===== src/pkg/sst_pkg.sv =====
`default_nettype none
// ****************************************************************
// socket state tracker: shared constants and types
// ****************************************************************
package sst_pkg;

  localparam int ADDR_W  = 8;   // register address width
  localparam int DATA_W  = 32;  // register data width
  localparam int PROTO_W = 4;   // protocol select field width
  localparam int CMD_W   = 8;   // command code width
  localparam int IP_W    = 32;  // destination ip width

  // register byte offsets
  localparam logic [ADDR_W-1:0] REG_PROTO   = 8'h00;
  localparam logic [ADDR_W-1:0] REG_CMD     = 8'h04;
  localparam logic [ADDR_W-1:0] REG_DEST_IP = 8'h08;
  localparam logic [ADDR_W-1:0] REG_STATE   = 8'h0c;
  localparam logic [ADDR_W-1:0] REG_FLAGS   = 8'h10;

  // protocol select codes
  localparam logic [PROTO_W-1:0] PROTO_NONE      = 4'h0;
  localparam logic [PROTO_W-1:0] PROTO_TCP       = 4'h1;
  localparam logic [PROTO_W-1:0] PROTO_UDP       = 4'h2;
  localparam logic [PROTO_W-1:0] PROTO_RAW_IP    = 4'h3;
  localparam logic [PROTO_W-1:0] PROTO_RAW_FRAME = 4'h4;
  localparam logic [PROTO_W-1:0] PROTO_PPPOE     = 4'h5;

  // command codes
  localparam logic [CMD_W-1:0] CMD_OPEN       = 8'h01;
  localparam logic [CMD_W-1:0] CMD_LISTEN     = 8'h02;
  localparam logic [CMD_W-1:0] CMD_CONNECT    = 8'h04;
  localparam logic [CMD_W-1:0] CMD_DISCONNECT = 8'h08;
  localparam logic [CMD_W-1:0] CMD_CLOSE      = 8'h10;
  localparam logic [CMD_W-1:0] CMD_SEND       = 8'h20;
  localparam logic [CMD_W-1:0] CMD_RECV       = 8'h40;

  // event flag register layout and reset
  localparam int                FLAG_TIMEOUT = 0;
  localparam logic [DATA_W-1:0] RESET_ZERO   = 32'h0000_0000;

  // socket state codes
  typedef enum logic [7:0] {
    st_closed           = 8'h00,
    st_resolving        = 8'h01,
    st_tcp_initial      = 8'h13,
    st_listening        = 8'h14,
    st_request_sent     = 8'h15,
    st_request_received = 8'h16,
    st_connected        = 8'h17,
    st_teardown_wait    = 8'h18,
    st_linger_wait      = 8'h1b,
    st_half_closed      = 8'h1c,
    st_final_ack_wait   = 8'h1d,
    st_datagram_open    = 8'h22,
    st_raw_ip_open      = 8'h32,
    st_raw_frame_open   = 8'h42,
    st_pppoe_open       = 8'h5f
  } sst_state_e;

endpackage
`default_nettype wire


===== src/pkg/sst_cache_if.sv =====
`timescale 1ns/1ns
`default_nettype none
// ****************************************************************
// link between tracker and resolved-address cache
// ****************************************************************
interface sst_cache_if;
  import sst_pkg::*;
  logic [IP_W-1:0] query_ip;  // current destination ip
  logic            store;     // pulse: remember query_ip as resolved
  logic            hit;       // query_ip equals last resolved ip
  modport owner (output query_ip, output store, input hit);
  modport cache (input query_ip, input store, output hit);
endinterface
`default_nettype wire


===== src/hdl/sst_addr_cache.sv =====
`timescale 1ns/1ns
`default_nettype none
// ****************************************************************
// last resolved destination address
// ****************************************************************
module sst_addr_cache
  import sst_pkg::*;
(
  input  wire logic     clk,
  input  wire logic     rst_n,
  input  wire logic     ce,
  sst_cache_if.cache    cif
);

  logic [IP_W-1:0] resolved_q;  // address of last successful resolution
  logic            valid_q;     // resolved_q holds a real address

  // remember the address once resolution succeeds
  always_ff @(posedge clk)
  begin
    if (!rst_n)
    begin
      resolved_q <= RESET_ZERO;
      valid_q    <= 1'b0;
    end
    else if (ce && cif.store)
    begin
      resolved_q <= cif.query_ip;
      valid_q    <= 1'b1;
    end
  end

  // unchanged destination means stored hardware address is reusable
  assign cif.hit = valid_q && (resolved_q == cif.query_ip);

endmodule
`default_nettype wire


===== src/hdl/sst_socket_tracker.sv =====
// Implementation choices: the placing of the registers and the strobed register port.
`timescale 1ns/1ns
`default_nettype none
// ****************************************************************
// socket state tracker
// ****************************************************************
module sst_socket_tracker
  import sst_pkg::*;
#(
  parameter int SOCKET_ID = 0  // socket number; zero allows frame modes
)
(
  input  wire logic               clk,
  input  wire logic               rst_n,
  input  wire logic               ce,
  input  wire logic [ADDR_W-1:0]  reg_addr,
  input  wire logic [DATA_W-1:0]  reg_wdata,
  input  wire logic               reg_wr,
  input  wire logic               reg_rd,
  output var  logic [DATA_W-1:0]  reg_rdata,
  input  wire logic               ev_syn_rx,
  input  wire logic               ev_synack_sent,
  input  wire logic               ev_synack_rx,
  input  wire logic               ev_fin_rx,
  input  wire logic               ev_teardown_done,
  input  wire logic               ev_resolve_reply,
  input  wire logic               resolution_timeout,
  input  wire logic               transport_timeout,
  output var  logic [7:0]         socket_state_reg,
  output var  logic               timeout_flag,
  output var  logic               req_resolve,
  output var  logic               req_syn,
  output var  logic               req_fin,
  output var  logic               req_data_send,
  output var  logic               req_recv_ack
);

  // ****************************************************************
  // declarations
  // ****************************************************************
  localparam bit IS_SOCKET0 = (SOCKET_ID == 0);  // frame modes allowed

  sst_state_e          state_q;      // current socket state
  sst_state_e          state_d;      // next socket state
  sst_state_e          prev_q;       // state to resume after resolving
  sst_state_e          prev_d;       // next resume state
  logic [PROTO_W-1:0]  proto_q;      // socket_protocol_select
  logic [IP_W-1:0]     dest_ip_q;    // dest_ip_reg
  logic                flag_q;       // sticky timeout flag
  logic                flag_set;     // a timeout hits this socket
  logic                flag_clr;     // software write-one-to-clear
  logic                cmd_wr;       // command register written
  logic [CMD_W-1:0]    cmd_code;     // command being issued
  logic                tcp_active;   // state that a transport timeout ends
  logic                resolve_d;    // next resolve request
  logic                syn_d;        // next syn request
  logic                fin_d;        // next fin request
  logic                send_d;       // next data send request
  logic                recv_d;       // next receive ack
  logic                store_d;      // remember resolved address

  sst_cache_if cif ();

  // ****************************************************************
  // resolved address cache
  // ****************************************************************
  sst_addr_cache u_cache (
    .clk   (clk),
    .rst_n (rst_n),
    .ce    (ce),
    .cif   (cif)
  );

  assign cif.query_ip = dest_ip_q;
  assign cif.store    = store_d;

  // ****************************************************************
  // command and flag decode
  // ****************************************************************
  assign cmd_wr   = reg_wr && (reg_addr == REG_CMD);
  assign cmd_code = reg_wdata[CMD_W-1:0];
  assign flag_clr = reg_wr && (reg_addr == REG_FLAGS) && reg_wdata[FLAG_TIMEOUT];

  // tcp states that a transport timeout tears down
  assign tcp_active = (state_q == st_listening) || (state_q == st_request_received)
                   || (state_q == st_request_sent) || (state_q == st_connected)
                   || (state_q == st_half_closed) || (state_q == st_teardown_wait)
                   || (state_q == st_linger_wait) || (state_q == st_final_ack_wait);

  // timeout flag cause
  assign flag_set = (transport_timeout && tcp_active)
                 || (resolution_timeout && (state_q == st_resolving));

  // ****************************************************************
  // next state
  // ****************************************************************
  always_comb
  begin
    state_d   = state_q;
    prev_d    = prev_q;
    resolve_d = 1'b0;
    syn_d     = 1'b0;
    fin_d     = 1'b0;
    send_d    = 1'b0;
    recv_d    = 1'b0;
    store_d   = 1'b0;
    if (cmd_wr && (cmd_code == CMD_CLOSE))
    begin
      // close wins over everything
      state_d = st_closed;
    end
    else if (transport_timeout && tcp_active)
    begin
      state_d = st_closed;
    end
    else if (resolution_timeout && (state_q == st_resolving))
    begin
      // datagram sockets resume, tcp sockets close
      if (prev_q == st_tcp_initial)
      begin
        state_d = st_closed;
      end
      else
      begin
        state_d = prev_q;
      end
    end
    else if (cmd_wr)
    begin
      case (cmd_code)
        CMD_OPEN:
        begin
          // open only from closed, by protocol
          if (state_q == st_closed)
          begin
            if (proto_q == PROTO_TCP)
            begin
              state_d = st_tcp_initial;
            end
            else if (proto_q == PROTO_UDP)
            begin
              state_d = st_datagram_open;
            end
            else if (proto_q == PROTO_RAW_IP)
            begin
              state_d = st_raw_ip_open;
            end
            else if ((proto_q == PROTO_RAW_FRAME) && IS_SOCKET0)
            begin
              state_d = st_raw_frame_open;
            end
            else if ((proto_q == PROTO_PPPOE) && IS_SOCKET0)
            begin
              state_d = st_pppoe_open;
            end
          end
        end
        CMD_LISTEN:
        begin
          // server side from the initial state only
          if (state_q == st_tcp_initial)
          begin
            state_d = st_listening;
          end
        end
        CMD_CONNECT:
        begin
          // client side always resolves first
          if (state_q == st_tcp_initial)
          begin
            state_d   = st_resolving;
            prev_d    = st_tcp_initial;
            resolve_d = 1'b1;
          end
        end
        CMD_DISCONNECT:
        begin
          // graceful teardown where a connection exists
          if (state_q == st_connected)
          begin
            state_d = st_teardown_wait;
            fin_d   = 1'b1;
          end
          else if (state_q == st_half_closed)
          begin
            state_d = st_final_ack_wait;
            fin_d   = 1'b1;
          end
          else if (!tcp_active || (state_q == st_listening))
          begin
            state_d = st_closed;
          end
        end
        CMD_SEND:
        begin
          // datagram send resolves only on a new destination
          if ((state_q == st_datagram_open) || (state_q == st_raw_ip_open))
          begin
            if (cif.hit)
            begin
              send_d = 1'b1;
            end
            else
            begin
              state_d   = st_resolving;
              prev_d    = state_q;
              resolve_d = 1'b1;
            end
          end
          else if ((state_q == st_connected) || (state_q == st_half_closed)
                || (state_q == st_raw_frame_open) || (state_q == st_pppoe_open))
          begin
            send_d = 1'b1;
          end
        end
        CMD_RECV:
        begin
          // acknowledge only where data flows
          if ((state_q == st_connected) || (state_q == st_half_closed)
           || (state_q == st_datagram_open) || (state_q == st_raw_ip_open)
           || (state_q == st_raw_frame_open) || (state_q == st_pppoe_open))
          begin
            recv_d = 1'b1;
          end
        end
        default:
        begin
          state_d = state_q;
        end
      endcase
    end
    else
    begin
      // packet events from the network side
      case (state_q)
        st_listening:
        begin
          if (ev_syn_rx)
          begin
            state_d = st_request_received;
          end
        end
        st_request_received:
        begin
          if (ev_synack_sent)
          begin
            state_d = st_connected;
          end
        end
        st_request_sent:
        begin
          if (ev_synack_rx)
          begin
            state_d = st_connected;
          end
        end
        st_resolving:
        begin
          if (ev_resolve_reply)
          begin
            store_d = 1'b1;
            if (prev_q == st_tcp_initial)
            begin
              state_d = st_request_sent;
              syn_d   = 1'b1;
            end
            else
            begin
              state_d = prev_q;
              send_d  = 1'b1;
            end
          end
        end
        st_connected:
        begin
          if (ev_fin_rx)
          begin
            state_d = st_half_closed;
          end
        end
        st_teardown_wait:
        begin
          if (ev_teardown_done)
          begin
            state_d = st_closed;
          end
          else if (ev_fin_rx)
          begin
            state_d = st_linger_wait;
          end
        end
        st_linger_wait, st_final_ack_wait:
        begin
          if (ev_teardown_done)
          begin
            state_d = st_closed;
          end
        end
        default:
        begin
          state_d = state_q;
        end
      endcase
    end
  end

  // ****************************************************************
  // state registers
  // ****************************************************************
  // socket state; software has no write path here
  always_ff @(posedge clk)
  begin
    if (!rst_n)
    begin
      state_q <= st_closed;
      prev_q  <= st_closed;
    end
    else if (ce)
    begin
      state_q <= state_d;
      prev_q  <= prev_d;
    end
  end

  // requests to the packet engine, one cycle each
  always_ff @(posedge clk)
  begin
    if (!rst_n)
    begin
      req_resolve   <= 1'b0;
      req_syn       <= 1'b0;
      req_fin       <= 1'b0;
      req_data_send <= 1'b0;
      req_recv_ack  <= 1'b0;
    end
    else if (ce)
    begin
      req_resolve   <= resolve_d;
      req_syn       <= syn_d;
      req_fin       <= fin_d;
      req_data_send <= send_d;
      req_recv_ack  <= recv_d;
    end
  end

  // sticky timeout flag; a new timeout beats the clear
  always_ff @(posedge clk)
  begin
    if (!rst_n)
    begin
      flag_q <= 1'b0;
    end
    else if (ce)
    begin
      if (flag_set)
      begin
        flag_q <= 1'b1;
      end
      else if (flag_clr)
      begin
        flag_q <= 1'b0;
      end
    end
  end

  // ****************************************************************
  // register bus
  // ****************************************************************
  // software-written configuration
  always_ff @(posedge clk)
  begin
    if (!rst_n)
    begin
      proto_q   <= PROTO_NONE;
      dest_ip_q <= RESET_ZERO;
    end
    else if (ce && reg_wr)
    begin
      if (reg_addr == REG_PROTO)
      begin
        proto_q <= reg_wdata[PROTO_W-1:0];
      end
      else if (reg_addr == REG_DEST_IP)
      begin
        dest_ip_q <= reg_wdata[IP_W-1:0];
      end
    end
  end

  // read data in the cycle after the strobe; unmapped reads zero
  always_ff @(posedge clk)
  begin
    if (!rst_n)
    begin
      reg_rdata <= RESET_ZERO;
    end
    else if (ce)
    begin
      reg_rdata <= RESET_ZERO;
      if (reg_rd)
      begin
        if (reg_addr == REG_PROTO)
        begin
          reg_rdata[PROTO_W-1:0] <= proto_q;
        end
        else if (reg_addr == REG_DEST_IP)
        begin
          reg_rdata[IP_W-1:0] <= dest_ip_q;
        end
        else if (reg_addr == REG_STATE)
        begin
          reg_rdata[7:0] <= state_q;
        end
        else if (reg_addr == REG_FLAGS)
        begin
          reg_rdata[FLAG_TIMEOUT] <= flag_q;
        end
      end
    end
  end

  assign socket_state_reg = state_q;
  assign timeout_flag     = flag_q;
endmodule
`default_nettype wire


===== config.mk =====
export PLATFORM = sky130hd
export DESIGN_NAME = sst_socket_tracker
export DESIGN_NICKNAME = d
export VERILOG_FILES = /design/src/pkg/sst_pkg.sv /design/src/pkg/sst_cache_if.sv /design/src/hdl/sst_addr_cache.sv /design/src/hdl/sst_socket_tracker.sv
export SDC_FILE = /design/constraint.sdc
export NUM_CORES = 1
export LEC_CHECK = 0
export ABC_AREA = 1
export ABC_CLOCK_PERIOD_IN_PS = 1800
export BUFFER_PORTS_ARGS = -buffer_cell sky130_fd_sc_hd__buf_2
export CAP_MARGIN = 20
export CORE_MARGIN = 5
export CORE_UTILIZATION = 51
export CTS_CLUSTER_SIZE = 10
export DETAILED_ROUTE_END_ITERATION = 8
export GPL_TIMING_DRIVEN = 0
export PLACE_DENSITY_LB_ADDON = 0.15
export SLEW_MARGIN = 40
export SYNTH_ARGS = -nofsm -noshare
export SYNTH_HDL_FRONTEND = slang
export SYNTH_SLANG_ARGS = --single-unit

===== constraint.sdc =====
create_clock -name clk -period 1.8 [get_ports clk]
set_clock_uncertainty 0.15 [all_clocks]
set_input_delay 0.09 -clock clk [delete_from_list [all_inputs] [get_ports clk]]
set_output_delay 0.09 -clock clk [all_outputs]
set_load 0.05 [all_outputs]

==> results.cfg <==
[critical_path]
r2r_cells = 12
timing.rr.end = u_cache.resolved_q[4]
cp.arrival_ns = 2.36
r2r-start = socket_state_reg[6]
timing.critical_path.to = u_cache.resolved_q[4]
worstSetupEndpointType = flop
critPathRequiredTime_ns = 2.00
r2r_setup_slack_ns = -0.36
cp_max_fo = 6
max_stage_delay_ns = 0.37
path_cells = inv_4, nand2_4, nor2_4, o211ai_1, nand3_4, nand2_8, buf_6, nand4_1, buf_6, clkbuf_16, o21ai_2, a21oi_1
critPathLaunch = socket_state_reg[6]
crit_type = reg -> reg
start_kind = flop
crit_path_top_delay_cell = dfxtp_4
worst_path_most_repeated_cell = buf_6

[floorplanning]
die_h_um = 120
core_mm2 = 0.0120
rows = 40
die_w_um = 120
start_util_pct = 51.6
die_area_mm2 = 0.0144
pin_count = 99

[place]
dp_hpwl_um = 13700
pre_cts_ws_ns = -0.399
io_buffers = 97
globalplace.congestion = 0.917
placed_cell_area_mm2 = 0.00693

[synth]
avgSynthCellArea_um2 = 6.65
ys_types = 36
netlist_instances = 928
yosysWarnings = 0
synth_xor_area_share_pct = 0.994
synth-adder-area-share_pct = 0
synth.most_common_cell = nand2_1
synth_top_family_by_area = simple AND/OR/NAND/NOR gates
muxShareOfSynthArea_pct = 0
ys.flop_type = dfxtp_1
synth-edff-count = 0
syn_area_mm2 = 0.00617
synth_area_leaders = dfxtp_1 40%, nand2_1 13%, a21oi_1 9.2%
yosys-top-cells-count = 214 x nand2_1, 123 x dfxtp_1, 114 x a21oi_1, 114 x nor2_1, 106 x inv_1
ys_ff_latch = 123
synth-simple-area-share_pct = 30.4
synth_top_area_share_pct = 39.9
synth_compound_area_share_pct = 18.1
syn-num-nets = 981
postSynth.asyncResetShare_pct = 0
synth_top_area_cell = dfxtp_1
ys_seq_area_share_pct = 39.9

[finish]
final_nets = 1176
post-route-util_pct = 72.6
fill_cells = 996
antenna_cells = 0
syn2layout_area_growth_pct = 40.7
stdcell_area_mm2 = 0.00868
drive_gt1_share_pct = 31.5

[sta]
min_period_ns = 2.16
hold_viol_final = 0
fmax_ghz = 0.463
setup_ws_ns = -0.362
slew_headroom_pct = 52.1
slew_violations = 0
grt_setup_unrepaired = yes
worstMarginPinSlew_ns = 0.719
fin_crit_sh_pct = 120
finalSetupViolations = 53

[clock_network]
path_clk_slew_ns = 0.06
cts_tree = done
cts-buffers-inserted = 17
clock_path_buffers = 2
ctsHtreeMaxLevel = 4
clkSinkCount = 123
clk-insertion-delay-late_ns = 0.43
root_buffer = clkbuf_16

[global_routing]
grtUsageTotal_pct = 27.5
grt_pass1_wl_um = 31400
grt_start_max_net_pins = 17
antenna_found_initial = 0
grt_pass1_vias = 6377
grt-ovfl-total = 0

[detailed_routing]
avgViaCountPerCell = 5.41
drt_iter0_markers = 567
dr.pass1.iters = 5
final_antenna_net_count = 0
drc = 0
drt_wl_total_um = 20700
wire_per_inst_um = 16.1
vias = 6938

[power_and_ir_drop]
power_density_mw_per_mm2 = 751
p_leak_nw = 3.82
peakVddDrop_mv = 0.712

[hold_path]
min_from = reg_addr[4]
hold_class = in -> reg

[run_status]
status = complete, but fails checks
violations = negative setup slack

[run]
cap_violations = 0
==> critical path, delay by kind of cell (launching register included) <==
family	cells	cell delay [ns]
AOI/OAI and AO/OA	3	0.40
DFF	1	0.37
buffers and inverters	4	0.55
and+or+nand+nor	5	0.62
==> stage by stage <==
stage / setup TNS, ns / cells / power (W) / hold slack, ns
5_1_grt: -20.93 / 1283 / 0.00670 / 0.0387
2_1_floorplan: -2.43 / 928 / 0.00291 / 0.0676
4_1_cts: -9.06 / 1259 / 0.00651 / 0.00294
6_report: -15.12 / 1283 / 0.00653 / 0.0110
3_5_place_dp: -23.76 / 1172 / 0.00303 / 0.171
3_3_place_gp: -23.21 / 1172 / 0.00303 / 0.164
==> kinds of logic after synthesis <==
group,after synthesis
AOI/OAI and AO/OA,216
xor gates and xnor gates,7
and+or+nand+nor,427
DFF,123
buffers and inverters,155
==> placed cells by master, fill, tap and decap left out, types with 2 or more instances in the layout <==
cell type | synthesis | final
nand2_1 | 214 | 191
a21oi_1 | 114 | 103
buf_2 | 4 | 102
dfxtp_1 | 123 | 97
nor2_1 | 114 | 95
inv_1 | 106 | 94
o21ai_0 | 70 | 59
dlygate4sd3_1 | 0 | 39
buf_4 | 2 | 35
nand3_1 | 38 | 32
nand2_2 | 11 | 23
o21ai_2 | 1 | 22
nor2_2 | 6 | 19
clkbuf_16 | 0 | 18
inv_2 | 11 | 17
clkbuf_1 | 22 | 15
nand4_1 | 13 | 13
dfxtp_4 | 0 | 13
dfxtp_2 | 0 | 13
nand2_4 | 4 | 12
a21oi_2 | 0 | 11
nor2_4 | 4 | 10
buf_6 | 7 | 10
nor3_1 | 15 | 10
nand3_2 | 3 | 8
o21ai_1 | 17 | 7
xnor2_1 | 7 | 7
inv_6 | 0 | 6
clkbuf_2 | 0 | 6
inv_4 | 1 | 5
o22ai_1 | 5 | 5
nor3_2 | 0 | 5
a221oi_1 | 4 | 4
clkinv_2 | 0 | 4
nand2_8 | 0 | 3
clkinvlp_4 | 0 | 3
buf_8 | 0 | 2
bufinv_16 | 0 | 2
clkbuf_8 | 0 | 2
==> power by group <==
| group | total (W) | internal, W | switching, W |
|---|---|---|---|
| Clock | 0.00346 | 0.00212 | 0.00134 |
| Combinational | 0.000356 | 0.000151 | 0.000205 |
| Sequential | 0.00271 | 0.00271 | 0.00000326 |
==> layout make-up <==
cell class                      instances  area [um2]  share of cell area, %
Sequential cell                       123        2530                   29.1
Multi-Input combinational cell        650        3470                   39.9
Clock inverter                         13         136                   1.57
Inverter                              120         479                   5.52
Clock buffer                           19         453                   5.22
Timing Repair Buffer                  176        1210                   13.9
Tap cell                              147         184                   2.12
Buffer                                 35         231                   2.67
==> routing by layer <==
layer | vias to the layer above | share of wire, % | global-route usage [%]
li1 | 3405 | - | -
met2 | 288 | 49 | 45.1
met1 | 3165 | 40 | 33.3
met3 | 80 | 5.9 | 6.03
met5 | - | 0 | 0
met4 | 0 | 4.8 | 15.4
==> timing repair <==
item,4_1_cts,5_1_grt
pin swaps,17,25
setup buffers,14,22
cloned,2,2
hold buffers,39,0
resized for setup,39,128
hold endpoints to repair,49,0
endpoints found under the setup margin,52,108
==> how the worst min path moves through the flow <==
| stage | to | slack, ns | depth (start not counted) |
|---|---|---|---|
| 6_report | timeout_flag | 0.01 | 6 |
| 2_1_floorplan | cif.query_ip[5] | 0.07 | 2 |
| 4_1_cts | prev_q[5] | 0.003 | 5 |
| 5_1_grt | timeout_flag | 0.04 | 4 |
| 3_5_place_dp | cif.query_ip[16] | 0.17 | 3 |
| 3_3_place_gp | cif.query_ip[16] | 0.16 | 3 |
Power figures use the tool's default switching activity.
